`src/srfc_pkg.sv`:
```
// Package of types and constants for the serial RTS/CTS flow-control block.
`default_nettype none
package srfc_pkg;
    // Handshake scheme selection codes.
    typedef enum logic [1:0] {
        SRFC_MODE_NONE  = 2'b00,
        SRFC_MODE_HW    = 2'b01,
        SRFC_MODE_MODEM = 2'b10
    } srfc_mode_t;

    // Modem handshake states.
    typedef enum logic [1:0] {
        SRFC_ST_IDLE = 2'b00,
        SRFC_ST_WAIT = 2'b01,
        SRFC_ST_SEND = 2'b10
    } srfc_state_t;

    // Throttle threshold as a fraction of receive buffer capacity.
    localparam int SRFC_THR_NUM = 2;
    localparam int SRFC_THR_DEN = 3;

    // Reset values of the line outputs.
    localparam logic SRFC_RTS_RST = 1'b0;
    localparam logic SRFC_TX_EN_RST = 1'b0;

    // Line outputs carried together.
    typedef struct packed {
        logic rts;
        logic tx_en;
    } srfc_line_t;
endpackage
`default_nettype wire

```
`src/srfc_flow_ctrl.sv`:
```
// Top of the serial RTS/CTS flow-control block.
//
// Overview of operation
// - Hardware mode: RTS high unless buffer nearly full.
// - Hardware mode: RTS low above two-thirds fill.
// - RTS returns high once fill drops below.
// - Hardware mode: transmit only while CTS high.
// - Modem mode: raise RTS while data queued.
// - Modem mode: start sending only after CTS.
// - Modem mode: keep sending while CTS, data.
// - Modem mode: pause on CTS low, resume later.
// - Modem mode: drop RTS when queue drained.
// - Hardware and modem modes: hold queued characters while CTS is low.
// - Modem mode, no CTS: keep RTS until command timeout.
`default_nettype none
module srfc_flow_ctrl #(
    parameter int RX_DEPTH = 1024,
    parameter int CW = $clog2(RX_DEPTH + 1)
) (
    // Clock, reset and enable.
    input wire logic core_clk_i,
    input wire logic resetn_i,
    input wire logic clk_en_i,
    // Configuration.
    input wire srfc_pkg::srfc_mode_t mode_i,
    // Receive buffer fill level.
    input wire logic [CW-1:0] rx_count_i,
    // Transmit queue status and command timeout.
    input wire logic tx_pending_i,
    input wire logic cmd_timeout_i,
    // Serial lines.
    input wire logic cts_i,
    output logic rts_o,
    // Permission for the transmitter to shift the next character.
    output logic tx_en_o,
    // Modem attempt abandoned on timeout, one-cycle pulse.
    output logic tx_abort_o
);
    import srfc_pkg::*;

    // ==========================================================
    // Receive throttle.
    logic throttle;

    srfc_rx_throttle #(
        .DEPTH(RX_DEPTH),
        .CW(CW)
    ) srfc_rx_throttle_inst (
        .core_clk_i(core_clk_i),
        .resetn_i(resetn_i),
        .clk_en_i(clk_en_i),
        .rx_count_i(rx_count_i),
        .throttle_o(throttle)
    );

    // ==========================================================
    // Modem handshake sequencer and line outputs.
    srfc_state_t st_q;
    srfc_state_t st_d;
    srfc_line_t line_q;
    srfc_line_t line_d;
    logic abort_q;
    logic abort_d;

    always_comb begin
        st_d = st_q;
        abort_d = 1'b0;
        line_d.rts = 1'b0;
        line_d.tx_en = 1'b0;
        case (mode_i)
            SRFC_MODE_HW: begin
                st_d = SRFC_ST_IDLE;
                line_d.rts = ~throttle;
                line_d.tx_en = cts_i & tx_pending_i;
            end
            SRFC_MODE_MODEM: begin
                case (st_q)
                    SRFC_ST_IDLE: begin
                        if (tx_pending_i) begin
                            st_d = SRFC_ST_WAIT;
                        end
                    end
                    SRFC_ST_WAIT: begin
                        if (!tx_pending_i) begin
                            st_d = SRFC_ST_IDLE;
                        end else if (cmd_timeout_i) begin
                            st_d = SRFC_ST_IDLE;
                            abort_d = 1'b1;
                        end else if (cts_i) begin
                            st_d = SRFC_ST_SEND;
                        end
                    end
                    SRFC_ST_SEND: begin
                        if (!tx_pending_i) begin
                            st_d = SRFC_ST_IDLE;
                        end else if (!cts_i) begin
                            st_d = SRFC_ST_WAIT;
                        end
                    end
                    default: begin
                        st_d = SRFC_ST_IDLE;
                    end
                endcase
                line_d.rts = (st_d != SRFC_ST_IDLE);
                line_d.tx_en = (st_d == SRFC_ST_SEND) && cts_i;
            end
            default: begin
                st_d = SRFC_ST_IDLE;
                line_d.rts = 1'b1;
                line_d.tx_en = tx_pending_i;
            end
        endcase
    end

    always_ff @(posedge core_clk_i or negedge resetn_i) begin
        if (!resetn_i) begin
            st_q <= SRFC_ST_IDLE;
            line_q.rts <= SRFC_RTS_RST;
            line_q.tx_en <= SRFC_TX_EN_RST;
            abort_q <= 1'b0;
        end else if (clk_en_i) begin
            st_q <= st_d;
            line_q <= line_d;
            abort_q <= abort_d;
        end
    end

    assign rts_o = line_q.rts;
    assign tx_en_o = line_q.tx_en;
    assign tx_abort_o = abort_q;
endmodule
`default_nettype wire

```
`src/srfc_rx_throttle.sv`:
```
// Receive-side RTS throttle comparator that holds its state at the threshold.
`default_nettype none
module srfc_rx_throttle #(
    parameter int DEPTH = 1024,
    parameter int CW = $clog2(DEPTH + 1)
) (
    // Clock, reset and enable.
    input wire logic core_clk_i,
    input wire logic resetn_i,
    input wire logic clk_en_i,
    // Buffer fill level.
    input wire logic [CW-1:0] rx_count_i,
    // Throttle request.
    output logic throttle_o
);
    import srfc_pkg::*;

    localparam logic [CW-1:0] THRESH = CW'((DEPTH * SRFC_THR_NUM) / SRFC_THR_DEN);

    logic throttle_d;
    logic throttle_q;

    // Above threshold throttles; below releases; at threshold holds.
    always_comb begin
        throttle_d = throttle_q;
        if (rx_count_i > THRESH) begin
            throttle_d = 1'b1;
        end else if (rx_count_i < THRESH) begin
            throttle_d = 1'b0;
        end
    end

    always_ff @(posedge core_clk_i or negedge resetn_i) begin
        if (!resetn_i) begin
            throttle_q <= 1'b0;
        end else if (clk_en_i) begin
            throttle_q <= throttle_d;
        end
    end

    assign throttle_o = throttle_q;
endmodule
`default_nettype wire

```
`config.mk`:
```
export PLATFORM = sky130hd
export DESIGN_NAME = srfc_flow_ctrl
export DESIGN_NICKNAME = d
export VERILOG_FILES = /design/src/srfc_pkg.sv /design/src/srfc_flow_ctrl.sv /design/src/srfc_rx_throttle.sv
export SDC_FILE = /design/constraint.sdc
export NUM_CORES = 1
export LEC_CHECK = 0
export BUFFER_PORTS_ARGS = -buffer_cell sky130_fd_sc_hd__buf_2
export CORE_AREA = 4 4 41 43
export DETAILED_ROUTE_END_ITERATION = 8
export DIE_AREA = 0 0 45 47
export SLEW_MARGIN = 25
export SYNTH_ARGS = -nofsm -noshare
export SYNTH_HDL_FRONTEND = slang
export SYNTH_SLANG_ARGS = --single-unit
```
`constraint.sdc`:
```
create_clock -name core_clk_i -period 1.1 [get_ports core_clk_i]
set_clock_uncertainty 0.05 [all_clocks]
set_input_delay 0.22 -clock core_clk_i [delete_from_list [all_inputs] [get_ports core_clk_i]]
set_output_delay 0.22 -clock core_clk_i [all_outputs]
set_load 0.005 [all_outputs]
```
==> summary.md, run 1 <==
| Metric | Value |
|---|---|
| Gpl congestion | 0.799 |
| Initial antenna violation count | 0 |
| IO Pins | 22 |
| H-tree depth | 1 |
| Largest net degree at the start of global routing | 7 |
| Routed via count | around 470 |
| Die Ht | 47 um |
| Required time of the critical path | 1.16 ns |
| Fin cells | 92 |
| Power after layout | 0.614 mW |
| Grt total ovfl | 0 |
| Count leader, synth | inv_1 |
| WHS | 0.219 ns |
| Syn_nets | 70 |
| Commonest cells post-synth | inv_1, dfrtp_1, nand2_1, o21ai_0 |
| CP Max Fanout | 4 |
| Placed cells | between 80 and 90 |
| CTS root buf | clkbuf_4 |
| Syn Area/Cell | 8.71 um^2 |
| Failing checks | setup timing |
| Design area | 627 um^2 |
| Dpl hpwl | 911 um |
| Setup violations, final | 2 |
| Starting DRT DRC Count | 5 |
| Yosys reg bits | 6 |
| First-pass GRT wire length | 1870 um |
| RSZ-0062 raised after global routing | true |
| Pre-antenna DRT Iters | 4 |
| # DRC | 0 |
| CTS tree | done |
| Clock tree buffer depth | 2 |
| Synth area leader | dfrtp_1 |
| Critical path class | reg2reg |
| Fmax | 861 MHz |
| Cell Area, Placed | 576 um^2 |
| Syn-to-layout area delta | 46.9% |
| Synth Instances | between 40 and 50 |
| Netlist cell types | 27 |
| Setup Fix Bufs, Post-CTS | 0 |
| Status | finished, violations left |
| Final Hold Viols | 0 |
| Starting Density | 32.8% |
| Synth top area share | 35.2% |
| Vias in the first global route | 470 |
| Minimum clock period | 1.16 ns |
| Worst setup EP type | flip-flop |
| Ratio of cells with drive above 1 in the final layout | 42.9% |
| Cts bufs inserted | 3 |
| CP arrival | 1.23 ns |
| Most used DFF post-synth | dfrtp_1 |
| Post-synth EDFFs | 0 |
| Worst hold path class | in2reg |
| Setup WS post-layout | -0.0616 ns |
| Max-slew headroom | 84.5% |
| Worst slew pin tran | 0.228 ns |
| Port bufs | 21 |
| Clk Latency, worst-skew pair | roughly 0.25 ns |
| Clock-pin slew on the worst setup and hold paths | 0.05 ns |
| Yosys warns | 0 |
| Final period utilization | 106% |
| Average wire per standard cell | 12.9 um |
| Antenna cell count | 0 |
| CTS sink cnt | 6 |
| Power Density | 979 mW/mm^2 |
| Chip Width | 45 um |
| Post-synth ARST share | 100% |
| CORE AREA | 0.00130 mm^2 |
| Synth area leaders | dfrtp_1, inv_1, ha_1 |
| Worst vdd ir | approximately 0.53 mV |
| Routed WL | 1190 um |
| Mapped cell area | between 400 and 500 um^2 |
| Final Max Tran Viols | 0 |
| Leakage Power | 0.294 nW |
| Final net count | 100 |
| Routed Antenna Nets | 0 |
| FP Rows | 13 |
| CP Launch Type | flip-flop |
| Die Footprint | 0.00212 mm^2 |
| Seq/Total Area, Yosys | 35.2% |
| Gr usage total | 12.6% |
| Vias per inst | 5.13 |
| Max capacitance violation total | 0 |
-- routing by layer --
| metal | global-route usage (%) | share of wire, % | vias to the layer above | routed length (um) |
|---|---|---|---|---|
| met5 | 0 | 0 | - | 0 |
| met4 | 7.02 | 2.6 | 0 | 31 |
| met3 | 3.07 | 12 | 6 | 139 |
| met2 | 21.5 | 44 | 25 | 526 |
| met1 | 14.6 | 41 | 205 | 491 |
| li1 | - | - | 236 | - |
-- power by group --
part	internal [mW]	leakage, nW	switching (mW)
Sequential	0.238	0.0746	0.00922
Combinational	0.0807	0.206	0.0762
Clock	0.124	0.0138	0.0855
Total	0.443	0.294	0.171
-- path summary, 6_finish.rpt --
check / start / to / slack (ns) / cells after the start
worst max-delay path: st_q[1] / tx_en_o / -0.06 / 3
worst min-delay path: cts_i / st_q[0] / 0.22 / 2
worst max register to register: st_q[1] / tx_en_o / -0.06 / 3
worst min register to register: rts_o / rts_o / 0.49 / 2
max in group asynchronous: resetn_i / st_q[0] / 0.58 / 2
min in group asynchronous: resetn_i / rts_o / 0.27 / 2
-- cells by family (layout without fill, tap and decap cells) --
family / after synthesis / after routing / synth area share, %
flip-flops: 6 / 6 / 35.2
buffers and inverters: 8 / 36 / 7.33
AND/OR/NAND/NOR: 18 / 18 / 27.9
AO/OA/AOI/OAI: 15 / 15 / 23.8
adder cells (fa/ha/maj): 2 / 2 / 5.86
-- layout by cell type, fill, tap and decap left out, drive strengths merged, types with 2 or more instances in the layout --
cell and n:
a21oi 2, o21ai 3, dfrtp 6, clkbuf 3, o2111ai 2, buf 25
nand2 4, nand4 2, ha 2, nor2 2, a31oi 2, inv 7
-- state kept, by name (all words and copies together), names as in the netlist --
register and count:
st_q 2, rts_o 1, srfc_rx_throttle_inst.throttle_o 1, tx_abort_o 1, tx_en_o 1
-- repair_timing --
action | CTS | global route
hold buffers | 1 | 0
pin swaps | 2 | 2
endpoints found under the setup margin | 3 | 4
endpoints found under the hold margin | 6 | 0
resized for setup | 2 | 2
-- critical path, stage by stage, from the launching register on --
cell	delay [ns]
dfrtp_1	0.42
and2b_2	0.24
o2111ai_2	0.19
a31oi_1	0.13
-- final cells by class --
cell class              count  area, um^2
fillers                   135         674
repair buffers             26         145
multi-input cells          35         264
inverters                   7        26.3
well taps                  15        18.8
flip-flops and latches      6         150
clock buffers               3        22.5
-- per-stage QoR --
stage / utilization (%) / worst slack (ns) / setup TNS, ns
global placement: 44.2 / -0.0369 / -0.0374
global route: 48.2 / -0.0886 / -0.231
finish: 48.2 / -0.0616 / -0.0748
detailed placement: 44.2 / -0.0442 / -0.0852
CTS: 47.2 / -0.0266 / -0.0529
floorplan: - / 0.0620 / 0
Note: power is estimated with default switching activity, not from simulation.
==> inputs of run 2 (changes only) <==
- MAX_ROUTING_LAYER: unset -> met4
==> run 2 against run 1 <==
Compared with the run above:
- the flow still finishes with violations (setup timing)
- register-to-register slack hardly changed
- via count is 0.21% higher
- clock power hardly changed
- core utilization stayed put
- flip-flop and latch count stayed put
- setup slack hardly changed
- fmax hardly changed
- die area stayed put
- count of clock-buffer cells in the layout stayed put
- largest cell class unchanged
- largest power group unchanged
==> summary.md, run 2 (synthesis results as in run 1) <==
| Metric | Value |
|---|---|
| Port bufs | 21 (unchanged) |
| Final Max Tran Viols | 0 (unchanged) |
| Clk Latency, worst-skew pair | 0.25 ns (about the same) |
| CORE AREA | 0.00130 mm^2 (unchanged) |
| Die Footprint | 0.00212 mm^2 (unchanged) |
| FP Rows | 13 (unchanged) |
| Max-slew headroom | 84.5% (unchanged) |
| First-pass GRT wire length | 1870 um (unchanged) |
| Commonest non-fill, non-tap cell in the layout | buf_2 |
| Gpl congestion | 0.811 (+1.4%) |
| IO Pins | 22 (unchanged) |
| CP Max Fanout | 4 (unchanged) |
| CTS sink cnt | 6 (unchanged) |
| Setup Fix Bufs, Post-CTS | 0 (unchanged) |
| Final Hold Viols | 0 (unchanged) |
| Starting Density | 32.8% (unchanged) |
| Setup violations, final | 2 (unchanged) |
| Starting DRT DRC Count | 5 (unchanged) |
| Max FFs per register | 2 (unchanged) |
| Worst slew pin tran | 0.228 ns (unchanged) |
| Worst hold start | cts_i |
| Worst hold path class | in2reg |
| CTS root buf | clkbuf_4 |
| Initial antenna violation count | 0 (unchanged) |
| Grt total ovfl | 0 (unchanged) |
| CP Launch Type | flip-flop |
| Required time of the critical path | 1.17 ns (about the same) |
| Vias per inst | 5.14 (+0.21%) |
| Status | finished, violations left |
| Average wire per standard cell | 13.0 um (+0.50%) |
| Clock-pin slew on the worst setup and hold paths | 0.05 ns (about the same) |
| Clock tree buffer depth | 2 (unchanged) |
| CTS tree | done |
| Crit. Startpoint | st_q[1] |
| H-tree depth | 1 (unchanged) |
| Routed Antenna Nets | 0 (unchanged) |
| Gr usage total | 13.1% (+0.42 points) |
| Syn-to-layout area delta | 46.9% (unchanged) |
| Minimum clock period | 1.16 ns (+0.000149 ns) |
| Reg with most FFs | st_q |
| Worst setup EP type | flip-flop |
| Worst vdd ir | 0.531 mV (about the same) |
| Leakage Power | 0.294 nW (unchanged) |
| # DRC | 0 (unchanged) |
| Dpl ws | -0.0442 ns (unchanged) |
| Antenna cell count | 0 (unchanged) |
| Power Density | 983 mW/mm^2 (+0.40%) |
| Chip Width | 45 um (unchanged) |
| CP arrival | 1.23 ns (about the same) |
| Cts bufs inserted | 3 (unchanged) |
| Final setup TNS | -0.0759 ns (-0.00106 ns) |
| Ratio of cells with drive above 1 in the final layout | 42.9% (unchanged) |
| Fmax | 861 MHz (about the same) |
| Max capacitance violation total | 0 (unchanged) |
| RSZ-0062 raised after global routing | true |
| Fill cells | 135 (unchanged) |
| Critical path class | reg2reg |
| Power after layout | 0.616 mW (+0.40%) |
| Failing checks | setup timing |
| Pre-antenna DRT Iters | 4 (unchanged) |
| Reg2reg start | st_q[1] |
| Final net count | 100 (unchanged) |
| Die Ht | 47 um (unchanged) |
| Routed via count | 473 (+0.21%) |
| Largest net degree at the start of global routing | 7 (unchanged) |
| Setup WS post-layout | -0.0618 ns (-0.000149 ns) |
| Final period utilization | 106% (about the same) |
| Commonest cells after routing, fill and taps aside | buf_2, inv_1, dfrtp_1, nand2_1, buf_4 |
| Vias in the first global route | 470 (unchanged) |
| Dpl hpwl | 911 um (unchanged) |
| Routed WL | 1200 um (+0.50%) |
-- run 2: cell counts in the layout (fill, tap and decap cells not counted) --
Identical to the previous run, type by type.
-- run 2: cell type report --
type                    instances  area, um^2  area share [%]
clock buffers                   3        22.5            3.59
inverters                       7        26.3            4.19
multi-input cells              35         264            42.1
flip-flops and latches          6         150            24.0
well taps                      15        18.8            2.99
repair buffers                 26         145            23.2
-- run 2: metal layers --
metal / up-vias / global-route usage (%) / part of all wire (%)
met1: 203 / 15.1 / 42
met3: 7 / 2.30 / 11
met5: - / - / 0
met4: 0 / 7.02 / 3.1
met2: 27 / 21.5 / 44
li1: 236 / - / -
-- run 2: where the power goes --
| part | internal (mW) | switching (mW) |
|---|---|---|
| combinational | 0.0808 | 0.0764 |
| clock | 0.124 | 0.0876 |
| sequential | 0.238 | 0.00922 |
-- run 2: worst paths after layout --
check | end | slack, ns | cells past startpoint
setup / recovery | tx_en_o | -0.06 | 3
hold / removal | st_q[0] | 0.22 | 2
setup reg to reg | tx_en_o | -0.06 | 3
hold reg to reg | rts_o | 0.49 | 2
max in group asynchronous | st_q[0] | 0.58 | 2
min in group asynchronous | rts_o | 0.27 | 2
-- run 2: per-stage QoR --
| stage | hold WS (ns) | area [um^2] | std cells | utilization, % |
|---|---|---|---|---|
| CTS | 0.208 | 614 | 92 | 47.2 |
| global placement | 0.00792 | 576 | 88 | 44.2 |
| global route | 0.226 | 627 | 92 | 48.2 |
| detailed placement | 0.00719 | 576 | 88 | 44.2 |
| finish | 0.215 | 627 | 92 | 48.2 |
| floorplan | -0.126 | 427 | 49 | - |
-- run 2: what timing repair did --
| item | in CTS | in global routing |
|---|---|---|
| pin swaps | 2 | 2 |
| cloned | 0 | 0 |
| hold endpoints to repair | 6 | 0 |
| hold buffers | 1 | 0 |
| endpoints found under the setup margin | 3 | 4 |
| gates resized for setup | 2 | 2 |
-- run 2: worst max-delay path, cell delays in order, from the launching register on --
cell,delay [ns]
dfrtp_1,0.42
and2b_2,0.24
o2111ai_2,0.19
a31oi_1,0.13
==> inputs of run 3 (changes only) <==
--- a/config.mk
+++ b/config.mk
@@ -11,4 +11,5 @@
 export DIE_AREA = 0 0 45 47
 export MAX_ROUTING_LAYER = met4
+export SKIP_CTS_REPAIR_TIMING = 1
 export SLEW_MARGIN = 25
 export SYNTH_ARGS = -nofsm -noshare
==> constraint.sdc (replaced) <==
create_clock -name core_clk_i -period 1.1 [get_ports core_clk_i]
set_clock_uncertainty 0.05 [all_clocks]
set_input_delay 0.055 -clock core_clk_i [delete_from_list [all_inputs] [get_ports core_clk_i]]
set_output_delay 0.055 -clock core_clk_i [all_outputs]
set_load 0.005 [all_outputs]
==> run 3 against run 2 <==
Compared with the run above:
- the run now ends clean
- wire length decreased by 15%
- via count decreased by 5.5%
- power decreased by 4.6%
- fmax increased by 6.2%
- core utilization decreased by 2.7 points
- critical path depth unchanged
- sequential share of layout area increased by 1.4 points
- sequential power about the same
- cell count decreased by 3.3%
- global-route usage decreased by 2.1 points
- combinational power decreased by 13%
- critical endpoint unchanged
- largest power group unchanged
- highest routed layer unchanged
==> summary.md, run 3 (synthesis results as in run 1) <==
| Metric | Value |
|---|---|
| Worst setup EP type | flip-flop |
| Syn-to-layout area delta | 38.7% |
| Worst hold path class | in2reg |
| RSZ-0062 raised after global routing | true |
| Critical path class | reg2reg |
| Final Max Tran Viols | 0 (unchanged) |
| Minimum clock period | 1.09 ns (-0.0677 ns) |
| First-pass GRT wire length | 1640 um (-12%) |
| Sequential power share | 42.4% (+2.2 points) |
| Starting Density | 32.8% (unchanged) |
| CP arrival | 1.16 ns (-0.07 ns) |
| Dpl hpwl | 823 um (-9.7%) |
| Worst vdd ir | 0.594 mV (+12%) |
| CP Max Fanout | 4 (unchanged) |
| Commonest non-fill, non-tap cell in the layout | buf_2 |
| Max capacitance violation total | 0 (unchanged) |
| Vias per inst | 5.02 (-2.3%) |
| Net Sw Frac | 26.4% (-1.7 points) |
| Clock-pin slew on the worst setup and hold paths | 0.05 ns (about the same) |
| Setup violations, final | 0 (-2) |
| Max-slew headroom | 84.7% (+0.20 points) |
| # DRC | 0 (unchanged) |
| Reg2reg start | st_q[1] |
| FP Rows | 13 (unchanged) |
| Antenna cell count | 0 (unchanged) |
| Net Switching | 0.155 mW (-11%) |
| Max FFs per register | 2 (unchanged) |
| Required time of the critical path | 1.16 ns (about the same) |
| Final period utilization | 99.5% (-6.2 points) |
| Chip Width | 45 um (unchanged) |
| Routed Antenna Nets | 0 (unchanged) |
| CP Launch Type | flip-flop |
| CTS sink cnt | 6 (unchanged) |
| IO Pins | 22 (unchanged) |
| Vias in the first global route | 420 (-11%) |
| Ratio of cells with drive above 1 in the final layout | 37.8% (-5.0 points) |
| Average wire per standard cell | 11.4 um (-12%) |
| Initial antenna violation count | 0 (unchanged) |
| Internal power | 0.433 mW (-2.3%) |
| CTS tree | done |
| Clk pwr share | 34.3% (about the same) |
| Routed via count | 447 (-5.5%) |
| CORE AREA | 0.00130 mm^2 (unchanged) |
| CTS root buf | clkbuf_4 |
| Starting DRT DRC Count | 4 (-1) |
| Design area | 592 um^2 (-5.6%) |
| Port bufs | 21 (unchanged) |
| Reg with most FFs | st_q |
| Fin cells | 89 (-3.3%) |
| H-tree depth | 1 (unchanged) |
| Hold Crit Depth | 2 (unchanged) |
| Pre-antenna DRT Iters | 2 (-2) |
| Clock tree buffer depth | 2 (unchanged) |
| Cts bufs inserted | 3 (unchanged) |
| Crit. Startpoint | st_q[1] |
| Leakage Power | 0.280 nW (-4.8%) |
| Gpl congestion | 0.764 (-5.8%) |
| Final net count | 97 (-3.0%) |
| Commonest cells after routing, fill and taps aside | buf_2, inv_1, dfrtp_1, nand2_1 |
| Grt total ovfl | 0 (unchanged) |
| Routed WL | 1020 um (-15%) |
| Clk Latency, worst-skew pair | 0.24 ns (about the same) |
| Worst slew pin tran | 0.225 ns (-0.00294 ns) |
| Worst hold start | cts_i |
| WHS | 0.0250 ns (-0.190 ns) |
| Status | complete, no violations |
| Placed cells | 84 (-4.5%) |
| Largest net degree at the start of global routing | 15 (+8) |
| Power after layout | 0.588 mW (-4.6%) |
| Power Density | 993 mW/mm^2 (+1.0%) |
| Cell Area, Placed | 546 um^2 (-5.2%) |
| Fmax | 914 MHz (+6.2%) |
| Die Ht | 47 um (unchanged) |
| Logic gate share of total power | 23.3% (-2.2 points) |
| Die Footprint | 0.00212 mm^2 (unchanged) |
| Final Hold Viols | 0 (unchanged) |
| Worst-case reg-to-reg path depth | 3 (unchanged) |
| Gr usage total | 10.9% (-2.1 points) |
[run 3: path summary, 6_finish.rpt]
path                       slack, ns                          endpoint
max reg2reg                    0.006                           tx_en_o
max in group asynchronous       0.74                           tx_en_o
min in group asynchronous       0.12  srfc_rx_throttle_inst.throttle_o
min reg2reg                     0.48                             rts_o
max                            0.006                           tx_en_o
min                             0.02                           st_q[0]
[run 3: cell type report]
cell class,instances,area (um^2)
clock buffers,3,22.5
fillers,141,709
inverters,7,26.3
multi-input cells,35,251
flip-flops and latches,6,150
well taps,15,18.8
repair buffers,23,123
[run 3: critical path, cell delays in order (launching register included)]
cell,delay (ns)
dfrtp_1,0.41
and2b_2,0.22
o2111ai_1,0.18
a31oi_1,0.10
[run 3: layer usage]
metal | wire [um] | vias to the layer above | GRT usage, %
met5 | 0 | - | -
li1 | - | 231 | -
met4 | 18 | 0 | 3.51
met3 | 112 | 2 | 2.68
met2 | 410 | 22 | 16.9
met1 | 473 | 192 | 13.9
[run 3: per-stage QoR]
| stage | TNS, ns | utilization (%) | worst slack [ns] |
|---|---|---|---|
| final | 0 | 45.5 | 0.00587 |
| after global routing | -0.167 | 45.5 | -0.0733 |
| after detailed placement | -0.00148 | 41.9 | -0.00148 |
| after floorplan | 0 | - | 0.0620 |
| after CTS | -0.00185 | 43.7 | -0.00185 |
| after global placement | 0 | 41.9 | 0.00181 |
[run 3: power by group through the flow]
stage               registers [mW]  logic [mW]  clock network, mW
global placement             0.253       0.128                  0
floorplan                    0.253      0.0618                  0
finish                       0.249       0.137              0.202
CTS                          0.251       0.130              0.210
detailed placement           0.253       0.129                  0
global route                 0.252       0.155              0.224
